## src/rtl/itc_defs.svh

```systemverilog
// Register indices, field positions and reset values of the target command block
`ifndef ITC_DEFS_SVH
`define ITC_DEFS_SVH

// Register byte offsets on the register port
`define ITC_IDX_CONTROL_TWO 8'h04
`define ITC_IDX_IRQ_ENABLE_CLEAR 8'h0c
`define ITC_IDX_IRQ_ENABLE_SET 8'h0d
`define ITC_IDX_EVENT_FLAGS 8'h0e
`define ITC_IDX_STATUS 8'h10
`define ITC_IDX_ADDRESS 8'h14
`define ITC_IDX_DATA 8'h18

// Fields of control_two
`define ITC_CTRL_ACK_CHOICE 18
`define ITC_CTRL_CMD_HI 17
`define ITC_CTRL_CMD_LO 16
`define ITC_CTRL_MODE_HI 15
`define ITC_CTRL_MODE_LO 14
`define ITC_CTRL_AUTO_ACK 8

// Event bits, shared by flags and enables
`define ITC_EV_BYTE_DONE 2
`define ITC_EV_ADDR_HIT 1
`define ITC_EV_STOP_SEEN 0

// Fields of status
`define ITC_ST_CLK_HOLD 7
`define ITC_ST_REP_START 4
`define ITC_ST_DIR 3
`define ITC_ST_RX_NACK 2

// Fields of the address register
`define ITC_ADDR_OWN_HI 7
`define ITC_ADDR_OWN_LO 1
`define ITC_ADDR_SECOND_HI 23
`define ITC_ADDR_SECOND_LO 17

// Reset values
`define ITC_IRQ_ENABLE_RESET 3'h0
`define ITC_FLAGS_RESET 3'h0
`define ITC_ADDR_RESET 7'h00
`define ITC_DATA_RESET 8'h00

`endif

```

## src/rtl/itc_pkg.sv

```systemverilog
// Types shared by the target command block: commands, address modes, states
package itc_pkg;
	// Command codes written to control_two
	typedef enum logic [1:0] {ITC_CMD_NOP = 2'h0, ITC_CMD_RSVD = 2'h1, ITC_CMD_DONE = 2'h2, ITC_CMD_GO = 2'h3} itc_cmd_e;
	// Address match modes
	typedef enum logic [1:0] {ITC_MODE_MASK = 2'h0, ITC_MODE_DUAL_ADDRESS = 2'h1, ITC_MODE_RANGE = 2'h2,
		ITC_MODE_RSVD = 2'h3} itc_mode_e;
	// Bus-facing sequencer states
	typedef enum logic [3:0] {ST_IDLE, ST_ADDR, ST_ADDR_HOLD, ST_ACK, ST_RX, ST_RX_HOLD, ST_TX, ST_TX_ACK,
		ST_TX_HOLD} itc_state_e;
	// Where the sequencer goes after an acknowledge slot
	typedef enum logic [1:0] {AFT_RX, AFT_BYTE_DONE, AFT_IDLE} itc_after_e;
endpackage

```

## src/rtl/itc_link.sv

```systemverilog
// Pin synchroniser and bus condition detector for the target command block
module itc_link
(
	input wire logic clock_in,
	input wire logic reset_in,
	input wire logic scl_in,
	input wire logic sda_in,
	output logic sda_level_out,
	output logic scl_rise_out,
	output logic scl_fall_out,
	output logic start_out,
	output logic stop_out
);
	logic scl_s1_r; // First stage, read only by the second
	logic scl_s2_r; // Synchronised clock level
	logic scl_s3_r; // Previous synchronised level
	logic sda_s1_r; // First stage, read only by the second
	logic sda_s2_r; // Synchronised data level
	logic sda_s3_r; // Previous synchronised level

	// Two-flop synchronisers plus one history stage; lines idle high
	always_ff @(posedge clock_in or posedge reset_in)
	begin
		if (reset_in)
		begin
			scl_s1_r <= 1'b1;
			scl_s2_r <= 1'b1;
			scl_s3_r <= 1'b1;
			sda_s1_r <= 1'b1;
			sda_s2_r <= 1'b1;
			sda_s3_r <= 1'b1;
		end
		else
		begin
			scl_s1_r <= scl_in;
			scl_s2_r <= scl_s1_r;
			scl_s3_r <= scl_s2_r;
			sda_s1_r <= sda_in;
			sda_s2_r <= sda_s1_r;
			sda_s3_r <= sda_s2_r;
		end
	end

	// Edges come from the synchronised stages only
	assign sda_level_out = sda_s2_r;
	assign scl_rise_out = scl_s2_r & ~scl_s3_r;
	assign scl_fall_out = ~scl_s2_r & scl_s3_r;
	// Data moving while clock stays high marks start or stop
	assign start_out = scl_s2_r & scl_s3_r & sda_s3_r & ~sda_s2_r;
	assign stop_out = scl_s2_r & scl_s3_r & ~sda_s3_r & sda_s2_r;
endmodule // itc_link

```

## src/rtl/itc_target.sv

```systemverilog
// Command, address matching, smart acknowledge and interrupt enables of an I2C target
//
// Chosen here: the address-and-strobe port.
`include "itc_defs.svh"

module itc_target
(
	input wire logic clock_in,
	input wire logic reset_in,
	input wire logic [7:0] reg_addr_in,
	input wire logic [31:0] reg_wdata_in,
	input wire logic reg_write_in,
	input wire logic reg_read_in,
	output logic [31:0] reg_rdata_out,
	input wire logic scl_in,
	output logic scl_out,
	output logic scl_oe_out,
	input wire logic sda_in,
	output logic sda_out,
	output logic sda_oe_out,
	output logic irq_out
);
	// Register offset decode, used for every register
	function automatic logic reg_hit(input logic [7:0] addr, input logic [7:0] idx);
		reg_hit = (addr == idx);
	endfunction

	// Address comparison for the selected mode
	function automatic logic addr_match(input itc_pkg::itc_mode_e mode, input logic [6:0] rx,
		input logic [6:0] first, input logic [6:0] second);
		case (mode)
			itc_pkg::ITC_MODE_MASK: addr_match = (((rx ^ first) & ~second) == 7'h00);
			itc_pkg::ITC_MODE_DUAL_ADDRESS: addr_match = (rx == first) || (rx == second);
			itc_pkg::ITC_MODE_RANGE: addr_match = (rx >= second) && (rx <= first);
			default: addr_match = 1'b0; // Reserved mode never selects
		endcase
	endfunction

	// Synchronised bus conditions
	logic sda_level; // Data line level
	logic scl_rise; // Clock rising edge pulse
	logic scl_fall; // Clock falling edge pulse
	logic start_cond; // Start or repeated start pulse
	logic stop_cond; // Stop pulse

	// Software-visible state
	itc_pkg::itc_mode_e addr_match_mode_r; // Address match mode
	logic auto_ack_on_read_r; // Smart mode enable
	logic ack_choice_r; // Zero acks, one nacks
	logic [2:0] irq_enable_r; // Shared by set and clear registers
	logic [2:0] flags_r; // Sticky event flags
	logic [6:0] own_address_r; // First stored address
	logic [6:0] second_address_or_mask_r; // Second address or mask
	logic [7:0] tx_data_r; // Byte to send
	logic [7:0] rx_data_r; // Last byte received
	logic [31:0] rdata_r; // Read data register

	// Sequencer state
	itc_pkg::itc_state_e state_r; // Current step on the bus
	itc_pkg::itc_after_e after_r; // Step after the ack slot
	logic [3:0] bit_cnt_r; // Clock rises in this byte
	logic [7:0] shift_r; // Receive and send shifter
	logic sda_oe_r; // Pulling data low
	logic scl_oe_r; // Holding clock low
	logic dir_r; // Read/write bit of the last matching address
	logic rep_start_r; // Last start came while addressed
	logic rx_nack_r; // Controller nacked last sent byte
	logic selected_r; // Addressed in this transaction

	// Decoded accesses
	logic wr_ctrl; // Write to control_two
	itc_pkg::itc_cmd_e cmd; // Command code being written
	logic cmd_go; // Go command write
	logic cmd_done; // Done command write
	logic cmd_valid; // Any valid command write
	logic smart_read; // Data read with auto ack
	logic ack_now; // Ack choice seen by an action this cycle
	logic bus_quiet; // No start or stop this cycle

	// Events into the flags
	logic ev_addr_hit; // Matching address byte finished
	logic ev_byte_done; // Data byte finished or send byte wanted
	logic ev_stop; // Stop ending our transaction
	logic [2:0] flag_set; // Per-bit set
	logic [2:0] flag_clr; // Per-bit clear

	itc_link u_link
	(
		.clock_in(clock_in),
		.reset_in(reset_in),
		.scl_in(scl_in),
		.sda_in(sda_in),
		.sda_level_out(sda_level),
		.scl_rise_out(scl_rise),
		.scl_fall_out(scl_fall),
		.start_out(start_cond),
		.stop_out(stop_cond)
	);

	// Access decode
	assign wr_ctrl = reg_write_in && reg_hit(reg_addr_in, `ITC_IDX_CONTROL_TWO);
	assign cmd = itc_pkg::itc_cmd_e'(reg_wdata_in[`ITC_CTRL_CMD_HI:`ITC_CTRL_CMD_LO]);
	assign cmd_go = wr_ctrl && (cmd == itc_pkg::ITC_CMD_GO);
	assign cmd_done = wr_ctrl && (cmd == itc_pkg::ITC_CMD_DONE);
	assign cmd_valid = cmd_go || cmd_done; // Codes 0 and 1 fall out here
	assign smart_read = reg_read_in && reg_hit(reg_addr_in, `ITC_IDX_DATA) && auto_ack_on_read_r;
	// A command written with a new ack choice uses the new value
	assign ack_now = wr_ctrl ? reg_wdata_in[`ITC_CTRL_ACK_CHOICE] : ack_choice_r;
	assign bus_quiet = !start_cond && !stop_cond;

	// Events; start and stop override byte completion
	assign ev_addr_hit = bus_quiet && (state_r == itc_pkg::ST_ADDR) && scl_fall && (bit_cnt_r == 4'h8)
		&& addr_match(addr_match_mode_r, shift_r[7:1], own_address_r, second_address_or_mask_r);
	assign ev_byte_done = bus_quiet && scl_fall && (((state_r == itc_pkg::ST_RX) && (bit_cnt_r == 4'h8))
		|| (state_r == itc_pkg::ST_TX_ACK)
		|| ((state_r == itc_pkg::ST_ACK) && (after_r == itc_pkg::AFT_BYTE_DONE)));
	assign ev_stop = stop_cond && selected_r;

	// Bus sequencer: shifting, acknowledge slots and clock hold
	always_ff @(posedge clock_in or posedge reset_in)
	begin
		if (reset_in)
		begin
			state_r <= itc_pkg::ST_IDLE;
			after_r <= itc_pkg::AFT_IDLE;
			bit_cnt_r <= 4'h0;
			shift_r <= 8'h00;
			sda_oe_r <= 1'b0;
			scl_oe_r <= 1'b0;
			dir_r <= 1'b0;
			rep_start_r <= 1'b0;
			rx_nack_r <= 1'b0;
			selected_r <= 1'b0;
			rx_data_r <= `ITC_DATA_RESET;
		end
		else if (start_cond)
		begin
			// Any start restarts address reception and frees both lines
			rep_start_r <= selected_r;
			state_r <= itc_pkg::ST_ADDR;
			bit_cnt_r <= 4'h0;
			sda_oe_r <= 1'b0;
			scl_oe_r <= 1'b0;
		end
		else if (stop_cond)
		begin
			// Stop ends the transaction whatever the step
			state_r <= itc_pkg::ST_IDLE;
			selected_r <= 1'b0;
			sda_oe_r <= 1'b0;
			scl_oe_r <= 1'b0;
		end
		else
		begin
			case (state_r)
				itc_pkg::ST_ADDR, itc_pkg::ST_RX:
				begin
					// Sample on rise; the eighth fall ends the byte
					if (scl_rise)
					begin
						shift_r <= {shift_r[6:0], sda_level};
						bit_cnt_r <= bit_cnt_r + 4'h1;
					end
					else if (scl_fall && (bit_cnt_r == 4'h8))
					begin
						bit_cnt_r <= 4'h0;
						if (state_r == itc_pkg::ST_RX)
						begin
							rx_data_r <= shift_r;
							state_r <= itc_pkg::ST_RX_HOLD;
							scl_oe_r <= 1'b1; // Stretch until software answers
						end
						else if (ev_addr_hit)
						begin
							dir_r <= shift_r[0];
							selected_r <= 1'b1;
							state_r <= itc_pkg::ST_ADDR_HOLD;
							scl_oe_r <= 1'b1;
						end
						else
						begin
							state_r <= itc_pkg::ST_IDLE; // Not ours: wait for a start
						end
					end
				end
				itc_pkg::ST_ADDR_HOLD:
				begin
					// Go answers the address with the ack choice; a read then asks for a byte to send
					if (cmd_go)
					begin
						sda_oe_r <= !ack_now;
						after_r <= dir_r ? itc_pkg::AFT_BYTE_DONE : itc_pkg::AFT_RX;
						state_r <= itc_pkg::ST_ACK;
						scl_oe_r <= 1'b0;
					end
				end
				itc_pkg::ST_RX_HOLD:
				begin
					// Go or a smart read answers with the ack choice and continues; done answers and leaves
					if (cmd_go || smart_read)
					begin
						sda_oe_r <= !(cmd_go ? ack_now : ack_choice_r);
						after_r <= itc_pkg::AFT_RX;
						state_r <= itc_pkg::ST_ACK;
						scl_oe_r <= 1'b0;
					end
					else if (cmd_done)
					begin
						sda_oe_r <= !ack_now;
						after_r <= itc_pkg::AFT_IDLE;
						state_r <= itc_pkg::ST_ACK;
						scl_oe_r <= 1'b0;
					end
				end
				itc_pkg::ST_ACK:
				begin
					// Hold the ack bit through one clock pulse
					if (scl_fall)
					begin
						sda_oe_r <= 1'b0;
						bit_cnt_r <= 4'h0;
						case (after_r)
							itc_pkg::AFT_RX: state_r <= itc_pkg::ST_RX;
							itc_pkg::AFT_BYTE_DONE:
							begin
								state_r <= itc_pkg::ST_TX_HOLD;
								scl_oe_r <= 1'b1;
							end
							default: state_r <= itc_pkg::ST_IDLE;
						endcase
					end
				end
				itc_pkg::ST_TX_HOLD:
				begin
					// Go sends the byte; done only waits for a start
					if (cmd_go)
					begin
						shift_r <= tx_data_r;
						sda_oe_r <= !tx_data_r[7];
						bit_cnt_r <= 4'h0;
						state_r <= itc_pkg::ST_TX;
						scl_oe_r <= 1'b0;
					end
					else if (cmd_done)
					begin
						state_r <= itc_pkg::ST_IDLE; // No ack slot on a read
						scl_oe_r <= 1'b0;
					end
				end
				itc_pkg::ST_TX:
				begin
					// Next bit goes out on each fall; the eighth fall frees data
					if (scl_rise)
					begin
						bit_cnt_r <= bit_cnt_r + 4'h1;
					end
					else if (scl_fall)
					begin
						if (bit_cnt_r == 4'h8)
						begin
							sda_oe_r <= 1'b0;
							state_r <= itc_pkg::ST_TX_ACK;
						end
						else
						begin
							sda_oe_r <= !shift_r[6];
							shift_r <= {shift_r[6:0], 1'b0};
						end
					end
				end
				itc_pkg::ST_TX_ACK:
				begin
					// Sample the controller's answer, then ask for more
					if (scl_rise)
					begin
						rx_nack_r <= sda_level;
					end
					else if (scl_fall)
					begin
						state_r <= itc_pkg::ST_TX_HOLD;
						scl_oe_r <= 1'b1;
					end
				end
				default:
				begin
					// Idle: stay off the bus until a start
					sda_oe_r <= 1'b0;
					scl_oe_r <= 1'b0;
				end
			endcase
		end
	end

	// Configuration writes; no write synchronisation, so fields act at once
	always_ff @(posedge clock_in or posedge reset_in)
	begin
		if (reset_in)
		begin
			addr_match_mode_r <= itc_pkg::ITC_MODE_MASK;
			auto_ack_on_read_r <= 1'b0;
			ack_choice_r <= 1'b0;
			own_address_r <= `ITC_ADDR_RESET;
			second_address_or_mask_r <= `ITC_ADDR_RESET;
			tx_data_r <= `ITC_DATA_RESET;
		end
		else
		begin
			if (wr_ctrl)
			begin
				addr_match_mode_r <= itc_pkg::itc_mode_e'(reg_wdata_in[`ITC_CTRL_MODE_HI:`ITC_CTRL_MODE_LO]);
				auto_ack_on_read_r <= reg_wdata_in[`ITC_CTRL_AUTO_ACK];
				ack_choice_r <= reg_wdata_in[`ITC_CTRL_ACK_CHOICE];
			end
			if (reg_write_in && reg_hit(reg_addr_in, `ITC_IDX_ADDRESS))
			begin
				own_address_r <= reg_wdata_in[`ITC_ADDR_OWN_HI:`ITC_ADDR_OWN_LO];
				second_address_or_mask_r <= reg_wdata_in[`ITC_ADDR_SECOND_HI:`ITC_ADDR_SECOND_LO];
			end
			if (reg_write_in && reg_hit(reg_addr_in, `ITC_IDX_DATA))
			begin
				tx_data_r <= reg_wdata_in[7:0];
			end
		end
	end

	// Interrupt enables: one store behind both set and clear addresses
	always_ff @(posedge clock_in or posedge reset_in)
	begin
		if (reset_in)
		begin
			irq_enable_r <= `ITC_IRQ_ENABLE_RESET;
		end
		else if (reg_write_in && reg_hit(reg_addr_in, `ITC_IDX_IRQ_ENABLE_CLEAR))
		begin
			irq_enable_r <= irq_enable_r & ~reg_wdata_in[2:0];
		end
		else if (reg_write_in && reg_hit(reg_addr_in, `ITC_IDX_IRQ_ENABLE_SET))
		begin
			irq_enable_r <= irq_enable_r | reg_wdata_in[2:0];
		end
	end

	// Flag set and clear terms
	always_comb
	begin
		flag_set = 3'h0;
		flag_set[`ITC_EV_BYTE_DONE] = ev_byte_done;
		flag_set[`ITC_EV_ADDR_HIT] = ev_addr_hit;
		flag_set[`ITC_EV_STOP_SEEN] = ev_stop;
		// Reading the flags, or any valid command, clears all three
		flag_clr = (reg_read_in && reg_hit(reg_addr_in, `ITC_IDX_EVENT_FLAGS)) ? 3'h7 : 3'h0;
		if (cmd_valid)
		begin
			flag_clr = 3'h7;
		end
		// Writing the data byte, or a smart read of it, answers the byte event
		if (smart_read || (reg_write_in && reg_hit(reg_addr_in, `ITC_IDX_DATA)))
		begin
			flag_clr[`ITC_EV_BYTE_DONE] = 1'b1;
		end
	end

	// Sticky flags; a set in the clearing cycle wins so no event is lost
	always_ff @(posedge clock_in or posedge reset_in)
	begin
		if (reset_in)
		begin
			flags_r <= `ITC_FLAGS_RESET;
		end
		else
		begin
			flags_r <= (flags_r & ~flag_clr) | flag_set;
		end
	end

	// Registered read data, valid the cycle after the strobe
	always_ff @(posedge clock_in or posedge reset_in)
	begin
		if (reset_in)
		begin
			rdata_r <= 32'h0000_0000;
		end
		else if (reg_read_in)
		begin
			rdata_r <= 32'h0000_0000; // Unmapped addresses read zero
			if (reg_hit(reg_addr_in, `ITC_IDX_CONTROL_TWO))
			begin
				// Command field is a strobe and reads zero
				rdata_r[`ITC_CTRL_ACK_CHOICE] <= ack_choice_r;
				rdata_r[`ITC_CTRL_MODE_HI:`ITC_CTRL_MODE_LO] <= addr_match_mode_r;
				rdata_r[`ITC_CTRL_AUTO_ACK] <= auto_ack_on_read_r;
			end
			else if (reg_hit(reg_addr_in, `ITC_IDX_IRQ_ENABLE_CLEAR) || reg_hit(reg_addr_in, `ITC_IDX_IRQ_ENABLE_SET))
			begin
				rdata_r[2:0] <= irq_enable_r;
			end
			else if (reg_hit(reg_addr_in, `ITC_IDX_EVENT_FLAGS))
			begin
				rdata_r[2:0] <= flags_r;
			end
			else if (reg_hit(reg_addr_in, `ITC_IDX_STATUS))
			begin
				rdata_r[`ITC_ST_CLK_HOLD] <= scl_oe_r;
				rdata_r[`ITC_ST_REP_START] <= rep_start_r;
				rdata_r[`ITC_ST_DIR] <= dir_r;
				rdata_r[`ITC_ST_RX_NACK] <= rx_nack_r;
			end
			else if (reg_hit(reg_addr_in, `ITC_IDX_ADDRESS))
			begin
				rdata_r[`ITC_ADDR_OWN_HI:`ITC_ADDR_OWN_LO] <= own_address_r;
				rdata_r[`ITC_ADDR_SECOND_HI:`ITC_ADDR_SECOND_LO] <= second_address_or_mask_r;
			end
			else if (reg_hit(reg_addr_in, `ITC_IDX_DATA))
			begin
				rdata_r[7:0] <= rx_data_r;
			end
		end
	end

	// Outputs; open-drain lines only ever pull low
	assign reg_rdata_out = rdata_r;
	assign scl_out = 1'b0;
	assign sda_out = 1'b0;
	assign scl_oe_out = scl_oe_r;
	assign sda_oe_out = sda_oe_r;
	assign irq_out = |(flags_r & irq_enable_r);
endmodule // itc_target

```

## config.mk

```make
export PLATFORM = sky130hd
export DESIGN_NAME = itc_target
export DESIGN_NICKNAME = d
export VERILOG_FILES = /design/src/rtl/itc_pkg.sv /design/src/rtl/itc_link.sv /design/src/rtl/itc_target.sv
export VERILOG_INCLUDE_DIRS = /design/src /design/src/rtl
export SDC_FILE = /design/constraint.sdc
export NUM_CORES = 1
export LEC_CHECK = 0
export ABC_CLOCK_PERIOD_IN_PS = 3200
export BUFFER_PORTS_ARGS = -buffer_cell sky130_fd_sc_hd__buf_4
export CORE_AREA = 2 2 135 137
export CTS_CLUSTER_DIAMETER = 40
export CTS_CLUSTER_SIZE = 40
export DETAILED_ROUTE_END_ITERATION = 8
export DIE_AREA = 0 0 137 139
export PLACE_DENSITY = 0.55
export SKIP_CTS_REPAIR_TIMING = 1
export SLEW_MARGIN = 25
export SYNTH_ARGS = -nofsm -noshare
export SYNTH_HDL_FRONTEND = slang
export SYNTH_SLANG_ARGS = --single-unit
```

## constraint.sdc

```tcl
create_clock -name clock_in -period 3.2 [get_ports clock_in]
set_input_delay 0.64 -clock clock_in [delete_from_list [all_inputs] [get_ports clock_in]]
set_output_delay 0.64 -clock clock_in [all_outputs]
set_load 0.1 [all_outputs]
```

==> metrics.csv <==
stage,metric,value,unit
outcome,outcome,"complete, no violations",
global_routing,first-pass GRT wire length,21600,um
floorplanning,Placement Rows,49,
final_layout,Layout Utilization,0.339,
final_layout,Post-layout nets,617,
synth,"Primary FF master, synth",dfrtp_1,
floorplanning,io pins,83,
clock_tree,clock root cell,clkbuf_16,
routing,drt wl/cell,17.3,um
timing,endpoints failing setup,0,
clock_tree,H-tree depth,3,
power,P per Cell Area,583,nW/um^2
worst_setup_path,Critical Path Start Type,flip-flop,
power,Peak VDD IR,0.275,mV
worst_setup_path,Critical Path AT,2.85,ns
timing,fin crit period,2.57,ns
synth,YS warnings,0,
synth,number of synthesized flops with an enable pin,0,
timing,Final Hold Fails,0,
timing,Worst Max-Slew Pin Slew,0.697,ns
final_layout,"most common cell after layout, fill and taps aside",dfrtp_1,
worst_setup_path,critical path type,reg2reg,
clock_tree,worst skew pair latency,0.35,ns
timing,RSZ-0062 raised after global routing,no,
clock_tree,clock slew at reported path FFs,0.07,ns
synth,count of cell types in the netlist,73,
final_layout,Filler cells,1820,
worst_setup_path,CP required,3.48,ns
worst_setup_path,worst path cell trace,inv_1 -> or4_1 -> a211oi_1 -> o31a_1 -> mux2i_1,
routing,drc violations,0,
routing,drt first pass iters,5,
worst_setup_path,origin of the critical flop-to-flop path,state_r[0],
global_routing,GRT Util Overall,0.148,
min_path,worst min path class,in2async,
timing,final clock skew,0.0100,ns
routing,via count,4003,
routing,initial DRC count,293,
synth,Avg Inst Size Synth,10.1,um^2
synth,number of synthesized register bits,88,
power,Leak,2.71,nW
floorplanning,total core area,17700,um^2
worst_setup_path,WP buf/inv,1,
worst_setup_path,CP top delay family,flip-flops,
final_layout,final instance area,5990,um^2
final_layout,area of the multi-input gates,2490,um^2
global_routing,global route overflow,0,
clock_tree,CTS buffer count,9,
flow_run,max_cap viols,0,
routing,Routed Wire Length,13600,um
worst_setup_path,"slowest stage delay, CP",0.79,ns
place,GP Congestion,0.908,
timing,count of pins over their slew limit,0,
synth,sequential area share after synthesis,0.443,
clock_tree,clk buf depth,2,
timing,crit share post-route,0.804,
final_layout,Area Growth Syn to Fin,20.0,%
power,Tot Pwr,3.49,mW
floorplanning,Die Y,139,um
global_routing,number of global-route vias before repair,3938,
synth,Post-Syn Instances,493,
timing,FMAX,389,MHz
worst_setup_path,crit end category,flip-flop,
routing,Vias/cell,5.07,
place,hpwl dp,10300,um
final_layout,most frequent cells in the layout,"dfrtp_1, buf_4, nand2_1, mux2_2, inv_1",
floorplanning,Chip Width,137,um
floorplanning,Initial Utilization,0.282,
timing,setup_tns,0,ns
clock_tree,CTS tree,done,
worst_setup_path,start point of the critical path,state_r[0],
final_layout,proportion of layout cells with a drive suffix above 1,0.271,
place,Port Buffers,53,
synth,Post-synth ARST share,1.00,
global_routing,antenna violations before repair,0,
place,dpl cell area,5670,um^2
global_routing,largest net degree at the start of global routing,61,
routing,ANT nets after route,0,
synth,Post-Syn Area,4990,um^2
worst_setup_path,"Slowest-stage cell, CP",dfrtp_1,
final_layout,Ant. Diodes,0,
clock_tree,clock sinks,88,
final_layout,register area,2210,um^2
floorplanning,Die ar.,19000,um^2
worst_setup_path,peak fanout along the critical path,21,
timing,Worst slew margin,0.535,
## report_power, final
| part | internal, mW | switching, mW |
|---|---|---|
| combinational | 0.398 | 0.571 |
| sequential | 1.23 | 0.178 |
| clock | 0.637 | 0.473 |
## per-stage QoR
step                worst slack (ns)  hold slack, ns  cells
floorplan                      0.293           0.345    508
global placement               0.633           0.347    773
detailed placement             0.612           0.347    773
CTS                            0.633           0.335    789
global route                   0.476           0.364    789
finish                         0.626           0.321    789
## final cells by class
type,instances,share of cell area
inverter,38,0.0240
timing repair buffer,70,0.0899
clock inverter,6,0.0134
multi-input combinational,348,0.416
clock buffer,10,0.0399
sequential,88,0.369
tap,229,0.0479
## registers in the layout (all words and copies together) (netlist names), 2 cells and up, named ones only
signal and flops:
tx_data_r 8, own_address_r 7, addr_match_mode_r 2, state_r 4, second_address_or_mask_r 7, rx_data_r 8
reg_rdata_out 18, bit_cnt_r 4, shift_r 8, flags_r 3, after_r 2
## synth_stat cells (8+ instances only)
cell type,count,area (um^2)
a21oi_1,18,90.1
dfrtp_1,81,2030
nand3_1,12,60.1
buf_4,17,128
buf_2,8,40.0
ha_1,16,200
o22ai_1,20,125
o21ai_0,19,95.1
nor2_1,26,97.6
mux2_2,43,484
inv_1,37,139
nand2_1,50,188
## cells by family (layout without fill, tap and decap cells)
group,Yosys count,after routing,share of synthesized area
and+or+nand+nor,150,150,0.170
AOI/OAI and AO/OA,106,106,0.145
DFF,88,88,0.443
buffers and inverters,72,124,0.0690
muxes,56,56,0.125
adders and majority gates,17,17,0.0421
xor gates and xnor gates,3,3,0.00527
other,1,16,0.000752
## layer usage
| metal | track usage | part of all wire | vias up |
|---|---|---|---|
| li1 | - | - | 1887 |
| met3 | 0.0285 | 0.062 | 18 |
| met2 | 0.238 | 0.48 | 125 |
| met5 | 0 | 0 | - |
| met1 | 0.198 | 0.45 | 1973 |
| met4 | 0.0483 | 0.016 | 0 |
## path summary, 6_finish.rpt
kind                                        end  slack (ns)  cells after the start
setup / recovery                   bit_cnt_r[1]        0.63                      5
hold / removal                 reg_rdata_out[7]        0.32                      2
setup reg to reg                   bit_cnt_r[1]        0.63                      5
hold reg to reg                 u_link.scl_s2_r        0.36                      0
max in group asynchronous  u_link.sda_level_out        2.16                      3
min in group clock_in           u_link.scl_s2_r        0.36                      0
Note: power is estimated with default switching activity, not from simulation.
